## src/hw/psc_pkg.sv

```systemverilog
package psc_pkg;

  // ---------------------------------------------------------------
  // Clock and timing.
  // ---------------------------------------------------------------
  localparam int CLK_MHZ = 250;
  localparam int BLINK_TIME_US = 50000;
  localparam int BLINK_CYCLES = BLINK_TIME_US * CLK_MHZ;

  // ---------------------------------------------------------------
  // Register indices; the APB byte address is four times the index.
  // ---------------------------------------------------------------
  localparam logic [7:0] IDX_BASIC_CTRL = 8'h00;
  localparam logic [7:0] IDX_AN_ADV = 8'h04;
  localparam logic [7:0] IDX_STRAP_STAT = 8'h10;
  localparam logic [7:0] IDX_IND_CTRL = 8'h1e;

  // Basic control fields.
  localparam int BIT_SPEED = 13;
  localparam int BIT_AUTONEG = 12;
  localparam int BIT_ISOLATE = 10;
  localparam int BIT_DUPLEX = 8;
  // Advertisement fields.
  localparam int BIT_ADV_100_FD = 8;
  localparam int BIT_ADV_100_HD = 7;
  localparam int BIT_ADV_10_FD = 6;
  localparam int BIT_ADV_10_HD = 5;
  localparam logic [4:0] ADV_SELECTOR = 5'h01;
  // Strap status fields.
  localparam int STAT_ADDR_LO = 0;
  localparam int STAT_MODE_LO = 8;
  localparam int STAT_FIBER = 12;
  localparam int STAT_FEF = 13;
  localparam int STAT_SIG_DET = 14;
  localparam int STAT_LINK = 15;
  // Indicator control field.
  localparam int IND_MODE_LO = 14;

  // ---------------------------------------------------------------
  // Reset values and encodings.
  // ---------------------------------------------------------------
  localparam logic [4:0] PHY_ADDR_DEFAULT = 5'h01;
  localparam logic [1:0] IND_MODE_LINKACT = 2'h0;
  localparam logic [1:0] IND_MODE_LINK = 2'h1;
  localparam logic [2:0] IF_MII = 3'h0;
  localparam logic [2:0] IF_RMII = 3'h1;
  localparam logic [2:0] IF_SMII = 3'h2;
  localparam logic [2:0] IF_MII_PRE = 3'h4;
  localparam logic [2:0] IF_RMII_B2B = 3'h5;
  localparam logic [2:0] IF_MII_B2B = 3'h6;

  // Strap vector positions.
  localparam int STRAP_W = 11;
  localparam int S_PHY_ADDRESS_STRAP_BIT0 = 0;
  localparam int S_PHY_ADDRESS_STRAP_BIT1 = 1;
  localparam int S_PHY_ADDRESS_STRAP_BIT2 = 2;
  localparam int S_CFG0 = 3;
  localparam int S_CFG1 = 4;
  localparam int S_CFG2 = 5;
  localparam int S_DUPLEX = 6;
  localparam int S_ISO = 7;
  localparam int S_SPEED = 8;
  localparam int S_NWAY = 9;
  localparam int S_FIBER = 10;

  // Serial segment framing.
  localparam logic [3:0] SEG_BITS = 4'd10;
  localparam logic [3:0] BYTE_BITS = 4'd8;
  localparam logic [3:0] SEG_REPEAT_10M = 4'd10;

endpackage

```

## src/hw/psc_led_drive.sv

```systemverilog
`timescale 1ns/1ps
`default_nettype none
module psc_led_drive #(
  parameter int BLINK_CYCLES = psc_pkg::BLINK_CYCLES
) (
  // Clock and reset.
  input wire logic i_clk,
  input wire logic i_rst_b,
  // Status from the transceiver.
  input wire logic [1:0] i_mode,
  input wire logic i_link_up,
  input wire logic i_activity,
  input wire logic i_speed_100,
  // Indicator levels.
  output logic o_ind0,
  output logic o_ind1
);

  typedef struct packed {
    logic [31:0] cnt;
    logic phase;
    logic ind0;
    logic ind1;
  } psc_led_state_type;

  psc_led_state_type r_reg;
  psc_led_state_type r_next;

  // Blink divider toggles the blink phase; indicators idle high (off).
  always_comb
  begin
    r_next = r_reg;
    if (r_reg.cnt >= 32'(BLINK_CYCLES - 1))
    begin
      r_next.cnt = 32'h0;
      r_next.phase = ~r_reg.phase;
    end
    else
    begin
      r_next.cnt = r_reg.cnt + 32'h1;
    end
    unique case (i_mode)
      psc_pkg::IND_MODE_LINKACT:
      begin
        r_next.ind0 = i_activity ? r_reg.phase : ~i_link_up;
        r_next.ind1 = ~i_speed_100;
      end
      psc_pkg::IND_MODE_LINK:
      begin
        r_next.ind0 = ~i_link_up;
        r_next.ind1 = i_activity ? r_reg.phase : 1'b1;
      end
      default:
      begin
        r_next.ind0 = 1'b1;
        r_next.ind1 = 1'b1;
      end
    endcase
    if (!i_rst_b)
    begin
      r_next = '{ind0: 1'b1, ind1: 1'b1, default: '0};
    end
  end

  // State register.
  always_ff @(posedge i_clk)
  begin
    r_reg <= r_next;
  end

  assign o_ind0 = r_reg.ind0;
  assign o_ind1 = r_reg.ind1;

  a_ind_link_only: assert property (@(posedge i_clk) disable iff (!i_rst_b)
    (i_mode == psc_pkg::IND_MODE_LINK) |=> (o_ind0 == !$past(i_link_up)))
    else $error("Indicator 0 does not follow link in link mode.");
  a_ind_speed: assert property (@(posedge i_clk) disable iff (!i_rst_b)
    (i_mode == psc_pkg::IND_MODE_LINKACT) |=> (o_ind1 == !$past(i_speed_100)))
    else $error("Indicator 1 does not show speed.");
  a_ind_reserved: assert property (@(posedge i_clk) disable iff (!i_rst_b)
    i_mode[1] |=> (o_ind0 && o_ind1))
    else $error("Reserved indicator mode is not off.");

endmodule
`default_nettype wire

```

## src/hw/psc_strap_top.sv

```systemverilog
`timescale 1ns/1ps
`default_nettype none
// Functional notes
// - Strap pins are inputs during reset; after it, indicator pins and, unless isolated, receive pins become outputs.
// - Three address straps give PHY address 0..7; default is 00001.
// - PHY address bits 4 and 3 are always zero.
// - Three interface straps select MII, RMII, SMII and their variants.
// - Isolate strap loads control bit 10; high isolates.
// - Copper speed strap loads control bit 13; high is 100 Mbps.
// - Speed strap also sets advertised 100 Mbps capability.
// - Duplex strap loads control bit 8; high is half duplex.
// - Copper auto-negotiation strap loads control bit 12; high enables.
// - Fiber operation always disables auto-negotiation.
// - In fiber, speed strap is latched as the far-end-fault option.
// - Fiber-enable low selects copper, high 100 Mbps fiber; pin also detects signal.
// - Both indicators follow a two-bit mode field; codes 10 and 11 reserved.
// - Indicator 0 shows link with activity blink, or link only.
// - Indicator 1 shows speed, or activity blink.
// - Active-low reset resets the block and samples straps again.
// - MII receive nibbles are valid only while receive-valid is high.
// - RMII moves two bits per clock while data valid or enable is high.
// - SMII uses ten-bit segments, repeated ten times at 10 Mbps.
module psc_strap_top #(
  parameter int BLINK_CYCLES = psc_pkg::BLINK_CYCLES
) (
  // Clock and reset.
  input wire logic i_clk,
  input wire logic i_rst_b,
  // APB slave.
  input wire logic [11:0] i_paddr,
  input wire logic i_psel,
  input wire logic i_penable,
  input wire logic i_pwrite,
  input wire logic [31:0] i_pwdata,
  output logic o_pready,
  output logic [31:0] o_prdata,
  output logic o_pslverr,
  // Receive pins, two-way: {rxd3, rxd2, rxd1, rxd0}.
  input wire logic [3:0] i_rxd,
  output logic [3:0] o_rxd,
  output logic o_rxd_oe,
  // Receive control pins, two-way: {crs, col, rxer, rxdv}.
  input wire logic [3:0] i_rx_ctl,
  output logic [3:0] o_rx_ctl,
  output logic o_rx_ctl_oe,
  // Indicator pins, two-way.
  input wire logic i_indicator_out_zero,
  output logic o_indicator_out_zero,
  output logic o_indicator_out_zero_oe,
  input wire logic i_indicator_out_one,
  output logic o_indicator_out_one,
  output logic o_indicator_out_one_oe,
  // Fiber enable and signal detect pin.
  input wire logic i_fiber_enable,
  // Link clock and transmit pins: {tx_en, txd3, txd2, txd1, txd0}.
  input wire logic i_link_clk,
  input wire logic [4:0] i_tx_pins,
  // Core receive source.
  input wire logic [7:0] i_rx_data,
  input wire logic i_rx_dv,
  input wire logic i_rx_err,
  input wire logic i_carrier,
  input wire logic i_collision,
  output logic o_rx_take,
  // Core transmit sink.
  output logic [7:0] o_tx_data,
  output logic o_tx_valid,
  output logic o_tx_err,
  // Core status.
  input wire logic i_link_up,
  input wire logic i_activity,
  input wire logic i_link_speed_100,
  // Latched configuration.
  output logic [4:0] o_phy_addr,
  output logic [2:0] o_if_mode,
  output logic o_fiber_mode,
  output logic o_far_end_fault_en,
  output logic o_speed_100,
  output logic o_duplex_half,
  output logic o_autoneg_en,
  output logic o_isolate
);

  typedef struct packed {
    logic [psc_pkg::STRAP_W-1:0] s1;
    logic [psc_pkg::STRAP_W-1:0] s2;
    logic [2:0] lk;
    logic [4:0] t1;
    logic [4:0] t2;
    logic load_pend;
    logic drive_en;
    logic [4:0] phy_addr;
    logic [2:0] if_mode;
    logic fiber;
    logic fef;
    logic speed;
    logic autoneg;
    logic isolate;
    logic duplex;
    logic [3:0] adv;
    logic [1:0] ind_mode;
    logic [31:0] prdata;
    logic [9:0] rx_sh;
    logic [9:0] rx_hold;
    logic [3:0] rx_cnt;
    logic [3:0] rx_rep;
    logic [3:0] rxd_q;
    logic [3:0] rx_ctl_q;
    logic rx_take;
    logic [9:0] tx_sh;
    logic [3:0] tx_cnt;
    logic [3:0] tx_rep;
    logic [7:0] tx_data;
    logic tx_valid;
    logic tx_err;
  } psc_state_type;

  localparam psc_state_type ST_RESET = '{
    load_pend: 1'b1,
    phy_addr: psc_pkg::PHY_ADDR_DEFAULT,
    speed: 1'b1,
    autoneg: 1'b1,
    duplex: 1'b1,
    adv: 4'hf,
    default: '0
  };

  psc_state_type r_reg;
  psc_state_type r_next;

  // Bits moved per link clock edge for an interface mode.
  function automatic logic [3:0] lane_width(input logic [2:0] mode);
    unique case (mode)
      psc_pkg::IF_RMII, psc_pkg::IF_RMII_B2B: lane_width = 4'd2;
      psc_pkg::IF_SMII: lane_width = 4'd1;
      default: lane_width = 4'd4;
    endcase
  endfunction

  // Mask selecting the active lanes.
  function automatic logic [3:0] lane_mask(input logic [3:0] w);
    unique case (w)
      4'd1: lane_mask = 4'h1;
      4'd2: lane_mask = 4'h3;
      default: lane_mask = 4'hf;
    endcase
  endfunction

  // Shifts w bits in at the top; the earliest bit ends lowest.
  function automatic logic [9:0] shift_in(input logic [9:0] sh, input logic [3:0] b,
                                          input logic [3:0] w);
    unique case (w)
      4'd1: shift_in = {b[0], sh[9:1]};
      4'd2: shift_in = {b[1:0], sh[9:2]};
      default: shift_in = {b, sh[9:4]};
    endcase
  endfunction

  // Read data for a register index.
  function automatic logic [31:0] read_word(input psc_state_type s, input logic [7:0] idx,
                                            input logic link);
    read_word = 32'h0;
    unique case (idx)
      psc_pkg::IDX_BASIC_CTRL:
      begin
        read_word[psc_pkg::BIT_SPEED] = s.speed;
        read_word[psc_pkg::BIT_AUTONEG] = s.autoneg & ~s.fiber;
        read_word[psc_pkg::BIT_ISOLATE] = s.isolate;
        read_word[psc_pkg::BIT_DUPLEX] = s.duplex;
      end
      psc_pkg::IDX_AN_ADV:
      begin
        read_word[psc_pkg::BIT_ADV_100_FD:psc_pkg::BIT_ADV_10_HD] = s.adv;
        read_word[4:0] = psc_pkg::ADV_SELECTOR;
      end
      psc_pkg::IDX_STRAP_STAT:
      begin
        read_word[psc_pkg::STAT_ADDR_LO +: 5] = s.phy_addr;
        read_word[psc_pkg::STAT_MODE_LO +: 3] = s.if_mode;
        read_word[psc_pkg::STAT_FIBER] = s.fiber;
        read_word[psc_pkg::STAT_FEF] = s.fef;
        read_word[psc_pkg::STAT_SIG_DET] = s.fiber & s.s2[psc_pkg::S_FIBER];
        read_word[psc_pkg::STAT_LINK] = link;
      end
      psc_pkg::IDX_IND_CTRL: read_word[psc_pkg::IND_MODE_LO +: 2] = s.ind_mode;
      default: read_word = 32'h0;
    endcase
  endfunction

  // Register map decode.
  function automatic logic is_mapped(input logic [11:0] addr);
    is_mapped = (addr[1:0] == 2'h0) &&
                ((addr[9:2] == psc_pkg::IDX_BASIC_CTRL) || (addr[9:2] == psc_pkg::IDX_AN_ADV) ||
                 (addr[9:2] == psc_pkg::IDX_STRAP_STAT) || (addr[9:2] == psc_pkg::IDX_IND_CTRL)) &&
                (addr[11:10] == 2'h0);
  endfunction

  logic [psc_pkg::STRAP_W-1:0] strap_pins;
  logic apb_write;
  logic link_rise;
  logic link_fall;

  // Strap sources on the shared pins.
  assign strap_pins = {i_fiber_enable, i_indicator_out_zero, i_indicator_out_one, i_rx_ctl[1],
                       i_rxd[0], i_rx_ctl[0], i_rx_ctl[3], i_rx_ctl[2], i_rxd[1], i_rxd[2],
                       i_rxd[3]};
  assign apb_write = i_psel & i_penable & i_pwrite & is_mapped(i_paddr);
  // Edges of the synchronised link clock; stage lk[0] is read only by lk[1].
  assign link_rise = r_reg.lk[1] & ~r_reg.lk[2];
  assign link_fall = ~r_reg.lk[1] & r_reg.lk[2];

  // Next-state logic: synchronisers, strap load, registers and link framing.
  always_comb
  begin
    logic [3:0] w;
    logic [9:0] cur;
    logic [3:0] cnt;
    logic [9:0] tsh;
    logic [3:0] tcnt;
    logic smii;
    w = lane_width(r_reg.if_mode);
    smii = (r_reg.if_mode == psc_pkg::IF_SMII);
    cur = r_reg.rx_sh;
    cnt = r_reg.rx_cnt;
    tsh = r_reg.tx_sh;
    tcnt = r_reg.tx_cnt;
    r_next = r_reg;
    r_next.rx_take = 1'b0;
    r_next.tx_valid = 1'b0;
    r_next.tx_err = 1'b0;
    if (r_reg.load_pend)
    begin
      // Straps are loaded once, in the first cycle after release.
      r_next.load_pend = 1'b0;
      r_next.drive_en = 1'b1;
      r_next.phy_addr = {2'b00, r_reg.s2[psc_pkg::S_PHY_ADDRESS_STRAP_BIT2], r_reg.s2[psc_pkg::S_PHY_ADDRESS_STRAP_BIT1],
                         r_reg.s2[psc_pkg::S_PHY_ADDRESS_STRAP_BIT0]};
      r_next.if_mode = {r_reg.s2[psc_pkg::S_CFG2], r_reg.s2[psc_pkg::S_CFG1],
                        r_reg.s2[psc_pkg::S_CFG0]};
      r_next.fiber = r_reg.s2[psc_pkg::S_FIBER];
      r_next.isolate = r_reg.s2[psc_pkg::S_ISO];
      r_next.duplex = r_reg.s2[psc_pkg::S_DUPLEX];
      if (r_reg.s2[psc_pkg::S_FIBER])
      begin
        r_next.fef = r_reg.s2[psc_pkg::S_SPEED];
        r_next.autoneg = 1'b0;
        r_next.speed = 1'b1;
      end
      else
      begin
        r_next.speed = r_reg.s2[psc_pkg::S_SPEED];
        r_next.autoneg = r_reg.s2[psc_pkg::S_NWAY];
        r_next.adv[3:2] = {2{r_reg.s2[psc_pkg::S_SPEED]}};
      end
    end
    else
    begin
      // Setup phase captures read data so the access phase needs no wait.
      if (i_psel && !i_penable)
      begin
        r_next.prdata = read_word(r_reg, i_paddr[9:2], i_link_up);
      end
      if (apb_write)
      begin
        unique case (i_paddr[9:2])
          psc_pkg::IDX_BASIC_CTRL:
          begin
            r_next.speed = i_pwdata[psc_pkg::BIT_SPEED] | r_reg.fiber;
            r_next.autoneg = i_pwdata[psc_pkg::BIT_AUTONEG] & ~r_reg.fiber;
            r_next.isolate = i_pwdata[psc_pkg::BIT_ISOLATE];
            r_next.duplex = i_pwdata[psc_pkg::BIT_DUPLEX];
          end
          psc_pkg::IDX_AN_ADV:
            r_next.adv = i_pwdata[psc_pkg::BIT_ADV_100_FD:psc_pkg::BIT_ADV_10_HD];
          psc_pkg::IDX_IND_CTRL: r_next.ind_mode = i_pwdata[psc_pkg::IND_MODE_LO +: 2];
          default: r_next.prdata = r_reg.prdata;
        endcase
      end
      // Receive side moves on the rising link edge.
      if (link_rise)
      begin
        if (smii)
        begin
          if (r_reg.t2[1])
          begin
            // Sync starts a segment; at 10 Mbps one byte spans ten segments.
            if (r_reg.rx_rep == 4'd0)
            begin
              r_next.rx_hold = {i_rx_data, i_rx_dv, i_carrier};
              cur = {i_rx_data, i_rx_dv, i_carrier};
              r_next.rx_take = i_rx_dv;
            end
            else
            begin
              cur = r_reg.rx_hold;
            end
            cnt = psc_pkg::SEG_BITS;
            r_next.rx_rep = (r_reg.speed || r_reg.rx_rep == psc_pkg::SEG_REPEAT_10M - 4'd1) ?
                            4'd0 : r_reg.rx_rep + 4'd1;
          end
        end
        else if (cnt == 4'd0 && i_rx_dv)
        begin
          cur = {2'b00, i_rx_data};
          cnt = psc_pkg::BYTE_BITS;
          r_next.rx_take = 1'b1;
        end
        r_next.rxd_q = (cnt == 4'd0) ? 4'h0 : (cur[3:0] & lane_mask(w));
        r_next.rx_ctl_q = {i_carrier & ~smii, i_collision & ~smii,
                           i_rx_err & (cnt != 4'd0) & ~smii,
                           ~smii & ((cnt != 4'd0) |
                                    (i_carrier & (w == 4'd2)))};
        r_next.rx_sh = cur >> w;
        r_next.rx_cnt = (cnt >= w) ? cnt - w : 4'd0;
      end
      // Transmit pins are sampled on the falling link edge, mid-bit.
      if (link_fall)
      begin
        tsh = shift_in(r_reg.tx_sh, r_reg.t2[3:0] & lane_mask(w), w);
        if (smii)
        begin
          tcnt = r_reg.t2[1] ? 4'd1 : ((r_reg.tx_cnt == psc_pkg::SEG_BITS) ?
                 psc_pkg::SEG_BITS : r_reg.tx_cnt + 4'd1);
          if (tcnt == psc_pkg::SEG_BITS && r_reg.tx_cnt != psc_pkg::SEG_BITS)
          begin
            if (tsh[1] && (r_reg.speed || r_reg.tx_rep == 4'd0))
            begin
              r_next.tx_data = tsh[9:2];
              r_next.tx_valid = 1'b1;
              r_next.tx_err = tsh[0];
            end
            r_next.tx_rep = (r_reg.speed || r_reg.tx_rep == psc_pkg::SEG_REPEAT_10M - 4'd1) ?
                            4'd0 : r_reg.tx_rep + 4'd1;
          end
        end
        else if (!r_reg.t2[4])
        begin
          tcnt = 4'd0;
        end
        else
        begin
          tcnt = r_reg.tx_cnt + w;
          if (tcnt == psc_pkg::BYTE_BITS)
          begin
            r_next.tx_data = tsh[9:2];
            r_next.tx_valid = 1'b1;
            tcnt = 4'd0;
          end
        end
        r_next.tx_sh = tsh;
        r_next.tx_cnt = tcnt;
      end
    end
    if (!i_rst_b)
    begin
      r_next = ST_RESET;
    end
    // Synchronisers keep sampling through reset so straps are settled at release.
    r_next.s1 = strap_pins;
    r_next.s2 = r_reg.s1;
    r_next.lk = {r_reg.lk[1:0], i_link_clk};
    r_next.t1 = i_tx_pins;
    r_next.t2 = r_reg.t1;
  end

  // State register.
  always_ff @(posedge i_clk)
  begin
    r_reg <= r_next;
  end

  // Indicator driver.
  psc_led_drive #(
    .BLINK_CYCLES(BLINK_CYCLES)
  ) u_led (
    .i_clk(i_clk),
    .i_rst_b(i_rst_b),
    .i_mode(r_reg.ind_mode),
    .i_link_up(i_link_up),
    .i_activity(i_activity),
    .i_speed_100(i_link_speed_100),
    .o_ind0(o_indicator_out_zero),
    .o_ind1(o_indicator_out_one)
  );

  // Bus answers and pin drive; isolation releases the receive pins.
  assign o_pready = 1'b1;
  assign o_pslverr = i_psel & i_penable & ~is_mapped(i_paddr);
  assign o_prdata = r_reg.prdata;
  assign o_rxd = r_reg.rxd_q;
  assign o_rx_ctl = r_reg.rx_ctl_q;
  assign o_rxd_oe = r_reg.drive_en & ~r_reg.isolate;
  assign o_rx_ctl_oe = r_reg.drive_en & ~r_reg.isolate;
  assign o_indicator_out_zero_oe = r_reg.drive_en;
  assign o_indicator_out_one_oe = r_reg.drive_en;
  assign o_rx_take = r_reg.rx_take;
  assign o_tx_data = r_reg.tx_data;
  assign o_tx_valid = r_reg.tx_valid;
  assign o_tx_err = r_reg.tx_err;
  assign o_phy_addr = r_reg.phy_addr;
  assign o_if_mode = r_reg.if_mode;
  assign o_fiber_mode = r_reg.fiber;
  assign o_far_end_fault_en = r_reg.fef;
  assign o_speed_100 = r_reg.speed;
  assign o_duplex_half = r_reg.duplex;
  assign o_autoneg_en = r_reg.autoneg & ~r_reg.fiber;
  assign o_isolate = r_reg.isolate;

  a_pins_in_reset: assert property (@(posedge i_clk)
    !i_rst_b |=> (!o_rxd_oe && !o_rx_ctl_oe && !o_indicator_out_zero_oe))
    else $error("Strap pins are driven during reset.");
  a_addr_upper_zero: assert property (@(posedge i_clk) disable iff (!i_rst_b)
    o_phy_addr[4:3] == 2'b00)
    else $error("PHY address upper bits are not zero.");
  a_addr_from_strap: assert property (@(posedge i_clk) disable iff (!i_rst_b)
    $rose(r_reg.drive_en) |-> (o_phy_addr[2:0] == {$past(r_reg.s2[2]), $past(r_reg.s2[1]),
                                                 $past(r_reg.s2[0])}))
    else $error("PHY address does not match straps.");
  a_load_once: assert property (@(posedge i_clk)
    (!i_rst_b ##1 i_rst_b) |=> (r_reg.drive_en && !r_reg.load_pend) [*2])
    else $error("Straps not loaded once after release.");
  a_fiber_no_an: assert property (@(posedge i_clk) disable iff (!i_rst_b)
    o_fiber_mode |-> !o_autoneg_en)
    else $error("Auto-negotiation enabled in fiber operation.");
  a_iso_strap: assert property (@(posedge i_clk) disable iff (!i_rst_b)
    $rose(r_reg.drive_en) |-> (o_isolate == $past(r_reg.s2[psc_pkg::S_ISO])))
    else $error("Isolate bit does not match strap.");
  a_tx_ignored: assert property (@(posedge i_clk) disable iff (!i_rst_b)
    (link_fall && !r_reg.t2[4] && o_if_mode != psc_pkg::IF_SMII) |=> !o_tx_valid)
    else $error("Transmit word taken while enable low.");
  a_rx_valid_data: assert property (@(posedge i_clk) disable iff (!i_rst_b)
    (!o_rx_ctl[0] && o_if_mode == psc_pkg::IF_MII) |-> (o_rxd == 4'h0))
    else $error("Receive data not idle while valid low.");

endmodule
`default_nettype wire

```

## config.mk

```make
export PLATFORM = sky130hd
export DESIGN_NAME = psc_strap_top
export DESIGN_NICKNAME = d
export VERILOG_FILES = /design/src/hw/psc_pkg.sv /design/src/hw/psc_led_drive.sv /design/src/hw/psc_strap_top.sv
export SDC_FILE = /design/constraint.sdc
export NUM_CORES = 1
export LEC_CHECK = 0
export BUFFER_PORTS_ARGS = -buffer_cell sky130_fd_sc_hd__buf_2
export CAP_MARGIN = 20
export CORE_MARGIN = 5
export CORE_UTILIZATION = 60
export DETAILED_ROUTE_END_ITERATION = 16
export GPL_TIMING_DRIVEN = 0
export PLACE_DENSITY = 0.86
export REMOVE_ABC_BUFFERS = 1
export SLEW_MARGIN = 20
export SYNTH_ARGS = -nofsm -noshare
export SYNTH_HDL_FRONTEND = slang
export SYNTH_SLANG_ARGS = --single-unit
export TNS_END_PERCENT = 20
```

## constraint.sdc

```tcl
create_clock -name i_clk -period 7.9 [get_ports i_clk]
set_input_delay 1.185 -clock i_clk [delete_from_list [all_inputs] [get_ports i_clk]]
set_output_delay 1.185 -clock i_clk [all_outputs]
set_load 0.02 [all_outputs]
```

==> results of run 1 <==
where the power goes:
group | switching [µW] | leakage, µW | internal (µW)
Clock | 320 | 0.000258 | 458
Sequential | 21.4 | 0.00137 | 867
Combinational | 113 | 0.00193 | 60.7
routing by layer:
metal  vias up  wire length, µm  GRT usage [%]
li1       3151                -              -
met1      3035             7350           29.1
met2       277             8590           39.5
met3        38             1480           7.90
met4         0              316           7.60
met5         -                0              0
cell families (layout without fill, tap and decap cells):
kind of cell,Yosys count,count (layout),synth area share [%]
flops,167,167,42.9
other cells,2,30,0.0964
fa+ha+maj,21,21,3.57
buf+inv,139,170,9.85
mux,26,26,3.37
simple gates,305,305,19.6
xor+xnor,27,27,3.04
compound gates,203,203,17.6
per-stage QoR:
| stage | hold WS (ns) | area [µm²] | utilization, % |
|---|---|---|---|
| 2_1_floorplan | 0.310 | 7250 | - |
| 3_3_place_gp | 0.311 | 8000 | 63.2 |
| 3_5_place_dp | 0.314 | 8050 | 63.5 |
| 4_1_cts | 0.328 | 8590 | 67.8 |
| 5_1_grt | 0.331 | 8600 | 67.9 |
| 6_report | 0.326 | 8600 | 67.9 |
cell type report:
cell class	count	area [µm²]	area share (%)
clock buffers	20	437	5.08
multi-input cells	612	3790	44.1
flip-flops and latches	167	3340	38.9
repair buffers	110	579	6.74
inverters	31	124	1.44
clock inverters	9	106	1.24
well taps	172	215	2.50
cells in the mapped netlist (all sizes together) (16+ instances only):
master  number
a21oi       73
buf         72
clkbuf      36
dfxtp      167
ha          19
inv         28
mux2i       24
nand2       79
nand3       58
nor2        75
o21ai       34
xnor2       16
worst max path at each step:
stage,startpoint,end,cells after the start
CTS,o_if_mode[0]$_SDFFE_PN0P_,o_tx_data[0]$_SDFFE_PN0P_,10
floorplan,o_if_mode[0]$_SDFFE_PN0P_,o_tx_data[5]$_SDFFE_PN0P_,11
detailed placement,o_if_mode[0]$_SDFFE_PN0P_,o_tx_data[5]$_SDFFE_PN0P_,11
global placement,o_if_mode[0]$_SDFFE_PN0P_,o_tx_data[5]$_SDFFE_PN0P_,11
finish,o_if_mode[0]$_SDFFE_PN0P_,o_tx_data[0]$_SDFFE_PN0P_,10
global route,o_if_mode[0]$_SDFFE_PN0P_,o_tx_data[5]$_SDFFE_PN0P_,11
==> impl_metrics.ini, run 1 <==
[sta]
finalSetupTns_ns = 0
slew_viol_final = 0
slew_headroom_pct = 28.7
hold_viol = 0
max_freq_mhz = 231
tightest_slew_ns = 1.07
period_share_pct = 54.7
rsz0062_at_grt = no
finalSetupViolCount = 0
fin_skew_ns = 0.00640
min_period_ns = 4.32
finalWorstSetupSlack_ns = 3.58

[placement]
pre_cts_ws_ns = 3.80
dp_hpwl_um = 12000
place_congestion = 0.940
dp_cells = 1092
port_buffers = 108

[clock_network]
htree_levels = 4
cts.clk_slew.worst_paths_ns = 0.06
cts_buffers = 17
cts.repair.resized = 0
ctsRootBufferMaster = clkbuf_16
post_cts_buffers = 0
cts_tree = done
hold_buffers = 0
insertion_delay_ns = 0.43
cts_sinks = 167
cts.path.max_buffers = 2

[detailed_routing]
vias = 6501
drtAntennaViolNets = 0
drc = 0
wl_per_cell_um = 15.8
via_per_inst = 5.80
drt_pass1_iterations = 5
wl_um = 17700
drt_iter0_drc = 697

[synth]
synth_top_area_share_pct = 42.9
async_flop_share_pct = 0
yosysTopAreaCell = dfxtp_1
ys_ff_latch = 167
yosys.cell_types.count = 77
synth-main-ff-cell = dfxtp_1
syn_area_um2 = 7790
netlist_instances = 890
synth_edf_count = 0
synth_area_leaders = dfxtp_1, buf_4, a21oi_1
syn_area_per_cell_um2 = 8.75
seq_area_frac_synth_pct = 42.9
yosysWarnings = 0

[critical_path]
reg2reg_from = o_if_mode[0]$_SDFFE_PN0P_
cp_max_fo = 28
critical_path.top_delay_family = simple AND/OR/NAND/NOR gates
crit_buf_inv = 2
cpPeakStageDelay_ns = 0.87
crit_slowest_cell = or3b_1
start_kind = flip-flop
r2r_cells = 10
end_kind = flip-flop
path_cells = or3b_1, ha_1, clkinv_1, nand2_1, inv_1, fa_1, nor4_1, o21ai_1, a211oi_1, a21o_1
rrSetupSlack_ns = 3.58
arrival_ns = 4.69
r2r_end = o_tx_data[0]$_SDFFE_PN0P_
cp.required_ns = 8.27
crit_type = flip-flop to flip-flop

[floorplanning]
rows = 41
die_y_um = 124
io_pins = 154
coreArea_um2 = 12700
start_util_pct = 61.5
die-area_um2 = 15400
die_w_um = 124

[layout]
syn2layout_area_growth_pct = 10.4
stdcell_count = 1121
nets = 1041
diodes = 0
final_cell_mix = dfxtp_1, buf_2, nand2_1
layout-drive-gt1-share_pct = 16.8
mostFrequentLayoutCell = dfxtp_1
nFillCells = 1055
largest_reg_flops = 70

[worst_hold_path]
worstHoldPathCells = 0
hold_end = r_reg[139]$_DFF_P_
holdCritStartpoint = r_next[139]$_DFF_P_
min_path_type = flip-flop to flip-flop

[power]
total_power_uw = 1840
power_density_nw_per_um2 = 214
p_leak_uw = 0.00356
peakVddDrop_mv = 0.224

[grt]
antenna_found_initial = 0
grt_max_degree = 73
track_usage_pct = 23.7
grt_pass1_wl_um = 29000
grt-ovfl-total = 0
grt_pass1_vias = 6163

[outcome]
status = complete, no violations

[flow_run]
cap_violations = 0
Note: power is estimated with default switching activity, not from simulation.
==> run 2: changes to the inputs <==
--- a/config.mk
+++ b/config.mk
@@ -8,10 +8,10 @@
 export BUFFER_PORTS_ARGS = -buffer_cell sky130_fd_sc_hd__buf_2
 export CAP_MARGIN = 20
 export CORE_MARGIN = 5
-export CORE_UTILIZATION = 60
+export CORE_UTILIZATION = 50
 export DETAILED_ROUTE_END_ITERATION = 16
 export GPL_TIMING_DRIVEN = 0
-export PLACE_DENSITY = 0.86
+export PLACE_DENSITY = 0.76
 export REMOVE_ABC_BUFFERS = 1
 export SLEW_MARGIN = 20
 export SYNTH_ARGS = -nofsm -noshare
==> constraint.sdc (replaced) <==
create_clock -name i_clk -period 3.6 [get_ports i_clk]
set_input_delay 0.54 -clock i_clk [delete_from_list [all_inputs] [get_ports i_clk]]
set_output_delay 0.54 -clock i_clk [all_outputs]
set_load 0.02 [all_outputs]
==> impl_metrics.ini, run 2 (synthesis gave the netlist of run 1 again) <==
[outcome]
status = complete, no violations

[critical_path]
r2r_end = o_tx_data[5]$_SDFFE_PN0P_
reg2reg_from = o_if_mode[1]$_SDFFE_PN0P_
crit_type = flip-flop to flip-flop
cp_max_fo = 14
arrival_ns = 3.70
cp.required_ns = 3.93
rrSetupSlack_ns = 0.22
start_kind = flip-flop
end_kind = flip-flop
critPathLaunch = o_if_mode[1]$_SDFFE_PN0P_
r2r_cells = 10
crit_path_end = o_tx_data[5]$_SDFFE_PN0P_

[detailed_routing]
drt_pass1_iterations = 5
drc = 0
wl_met2_um = 8530
dr_wl_met3_um = 1350
top_layer = met4
wl_per_cell_um = 15.6
drtAntennaViolNets = 0
vias = 6440
wl_met1_um = 7990
drt_iter0_drc = 618
via_per_inst = 5.54
wl_um = 18200

[clock_network]
cts_sinks = 167
cts_tree = done
ctsRootBufferMaster = clkbuf_16
htree_levels = 4
cts_buffers = 17
insertion_delay_ns = 0.43
cts.clk_slew.worst_paths_ns = 0.07
cts.path.max_buffers = 2

[layout]
nets = 1042
syn2layout_area_growth_pct = 12.0
stdcell_count = 1163
layout-drive-gt1-share_pct = 18.1
mostFrequentLayoutCell = dfxtp_1
nFillCells = 1380
diodes = 0
utilization_pct = 57.2
final_cell_mix = dfxtp_1, buf_2, nand2_1
largest_reg_flops = 70

[grt]
antenna_found_initial = 0
grt_pass1_wl_um = 29500
track_usage_pct = 19.9
grt_max_degree = 52
grt_pass1_vias = 5965
grt-ovfl-total = 0

[floorplanning]
die_w_um = 135
rows = 45
start_util_pct = 51.0
io_pins = 154
die_y_um = 135
coreArea_um2 = 15300
die-area_um2 = 18200

[sta]
min_period_ns = 3.38
slew_headroom_pct = 27.8
tightest_slew_ns = 1.07
hold_viol = 0
max_freq_mhz = 296
rsz0062_at_grt = no
fin_skew_ns = 0.00856
period_share_pct = 93.8
finalSetupTns_ns = 0
finalSetupViolCount = 0
slew_viol_final = 0

[worst_hold_path]
min_path_type = primary input to flip-flop
holdCritStartpoint = i_rx_ctl[3]

[placement]
port_buffers = 108
dp_cells = 1131
place_congestion = 0.917
dp_hpwl_um = 12500

[power]
power_density_nw_per_um2 = 474
p_leak_uw = 0.00359
peakVddDrop_mv = 0.443

[flow_run]
cap_violations = 0
## run 2: cell count changes in the layout (fill, tap and decap cells not counted), sizes merged
cell	delta
clkinvlp	-1
inv	+4
bufinv	-1
clkbuf	+1
clkinv	-1
or3b	+1
## run 2: how the worst min path moves through the flow
stage                                     end  slack, ns  cells past startpoint
after floorplan           r_next[131]$_DFF_P_       0.31                      0
after global placement     r_reg[132]$_DFF_P_       0.31                      0
after detailed placement   r_reg[119]$_DFF_P_       0.31                      0
after CTS                 r_next[138]$_DFF_P_       0.19                      1
after global routing      r_next[137]$_DFF_P_       0.18                      1
final                     r_next[136]$_DFF_P_       0.20                      1
## run 2: where the power goes
group,leakage [µW],switching (µW),internal [µW]
registers,0.00137,47.8,1900
logic,0.00194,252,136
clock network,0.000289,763,1040
## run 2: worst max-delay path: stages (launching register included)
cell and delay (ns):
dfxtp_1 0.50, or3b_4 0.54, ha_2 0.32, clkinvlp_4 0.19, nand2_1 0.09, inv_1 0.17, fa_1 0.50, nor3_1 0.27
nand3_1 0.14, o221a_4 0.33, a22o_1 0.23
## run 2: cell type report
type | instances | area (µm²) | share of cell area [%]
flip-flops and latches | 167 | 3340 | 38.3
clock buffers | 21 | 480 | 5.51
multi-input cells | 613 | 3820 | 43.8
well taps | 211 | 264 | 3.03
repair buffers | 110 | 572 | 6.55
clock inverters | 10 | 110 | 1.26
inverters | 31 | 128 | 1.46
## run 2: metrics by stage
stage                     total power (µW)  setup slack, ns  hold slack, ns  area [µm²]
after detailed placement              2360           -0.532           0.312        8090
after global placement                2350           -0.551           0.312        8050
after CTS                             4160           0.0821           0.194        8690
after floorplan                       2220            0.160           0.310        7250
after global routing                  4300          0.00439           0.183        8720
final                                 4140            0.224           0.203        8720
## run 2: per-layer routing
metal	vias to the layer above	GRT usage (%)
li1	3181	-
met1	2978	26.0
met2	246	31.8
met3	35	5.55
met4	0	6.84
met5	-	0
## run 2: timing repair
item	in CTS	in global routing
gates cloned	0	1
setup endpoints to repair	15	10
hold buffers	0	0
resized for setup	4	5
pin swaps	0	1
endpoints found under the hold margin	0	0
buffers inserted	0	0
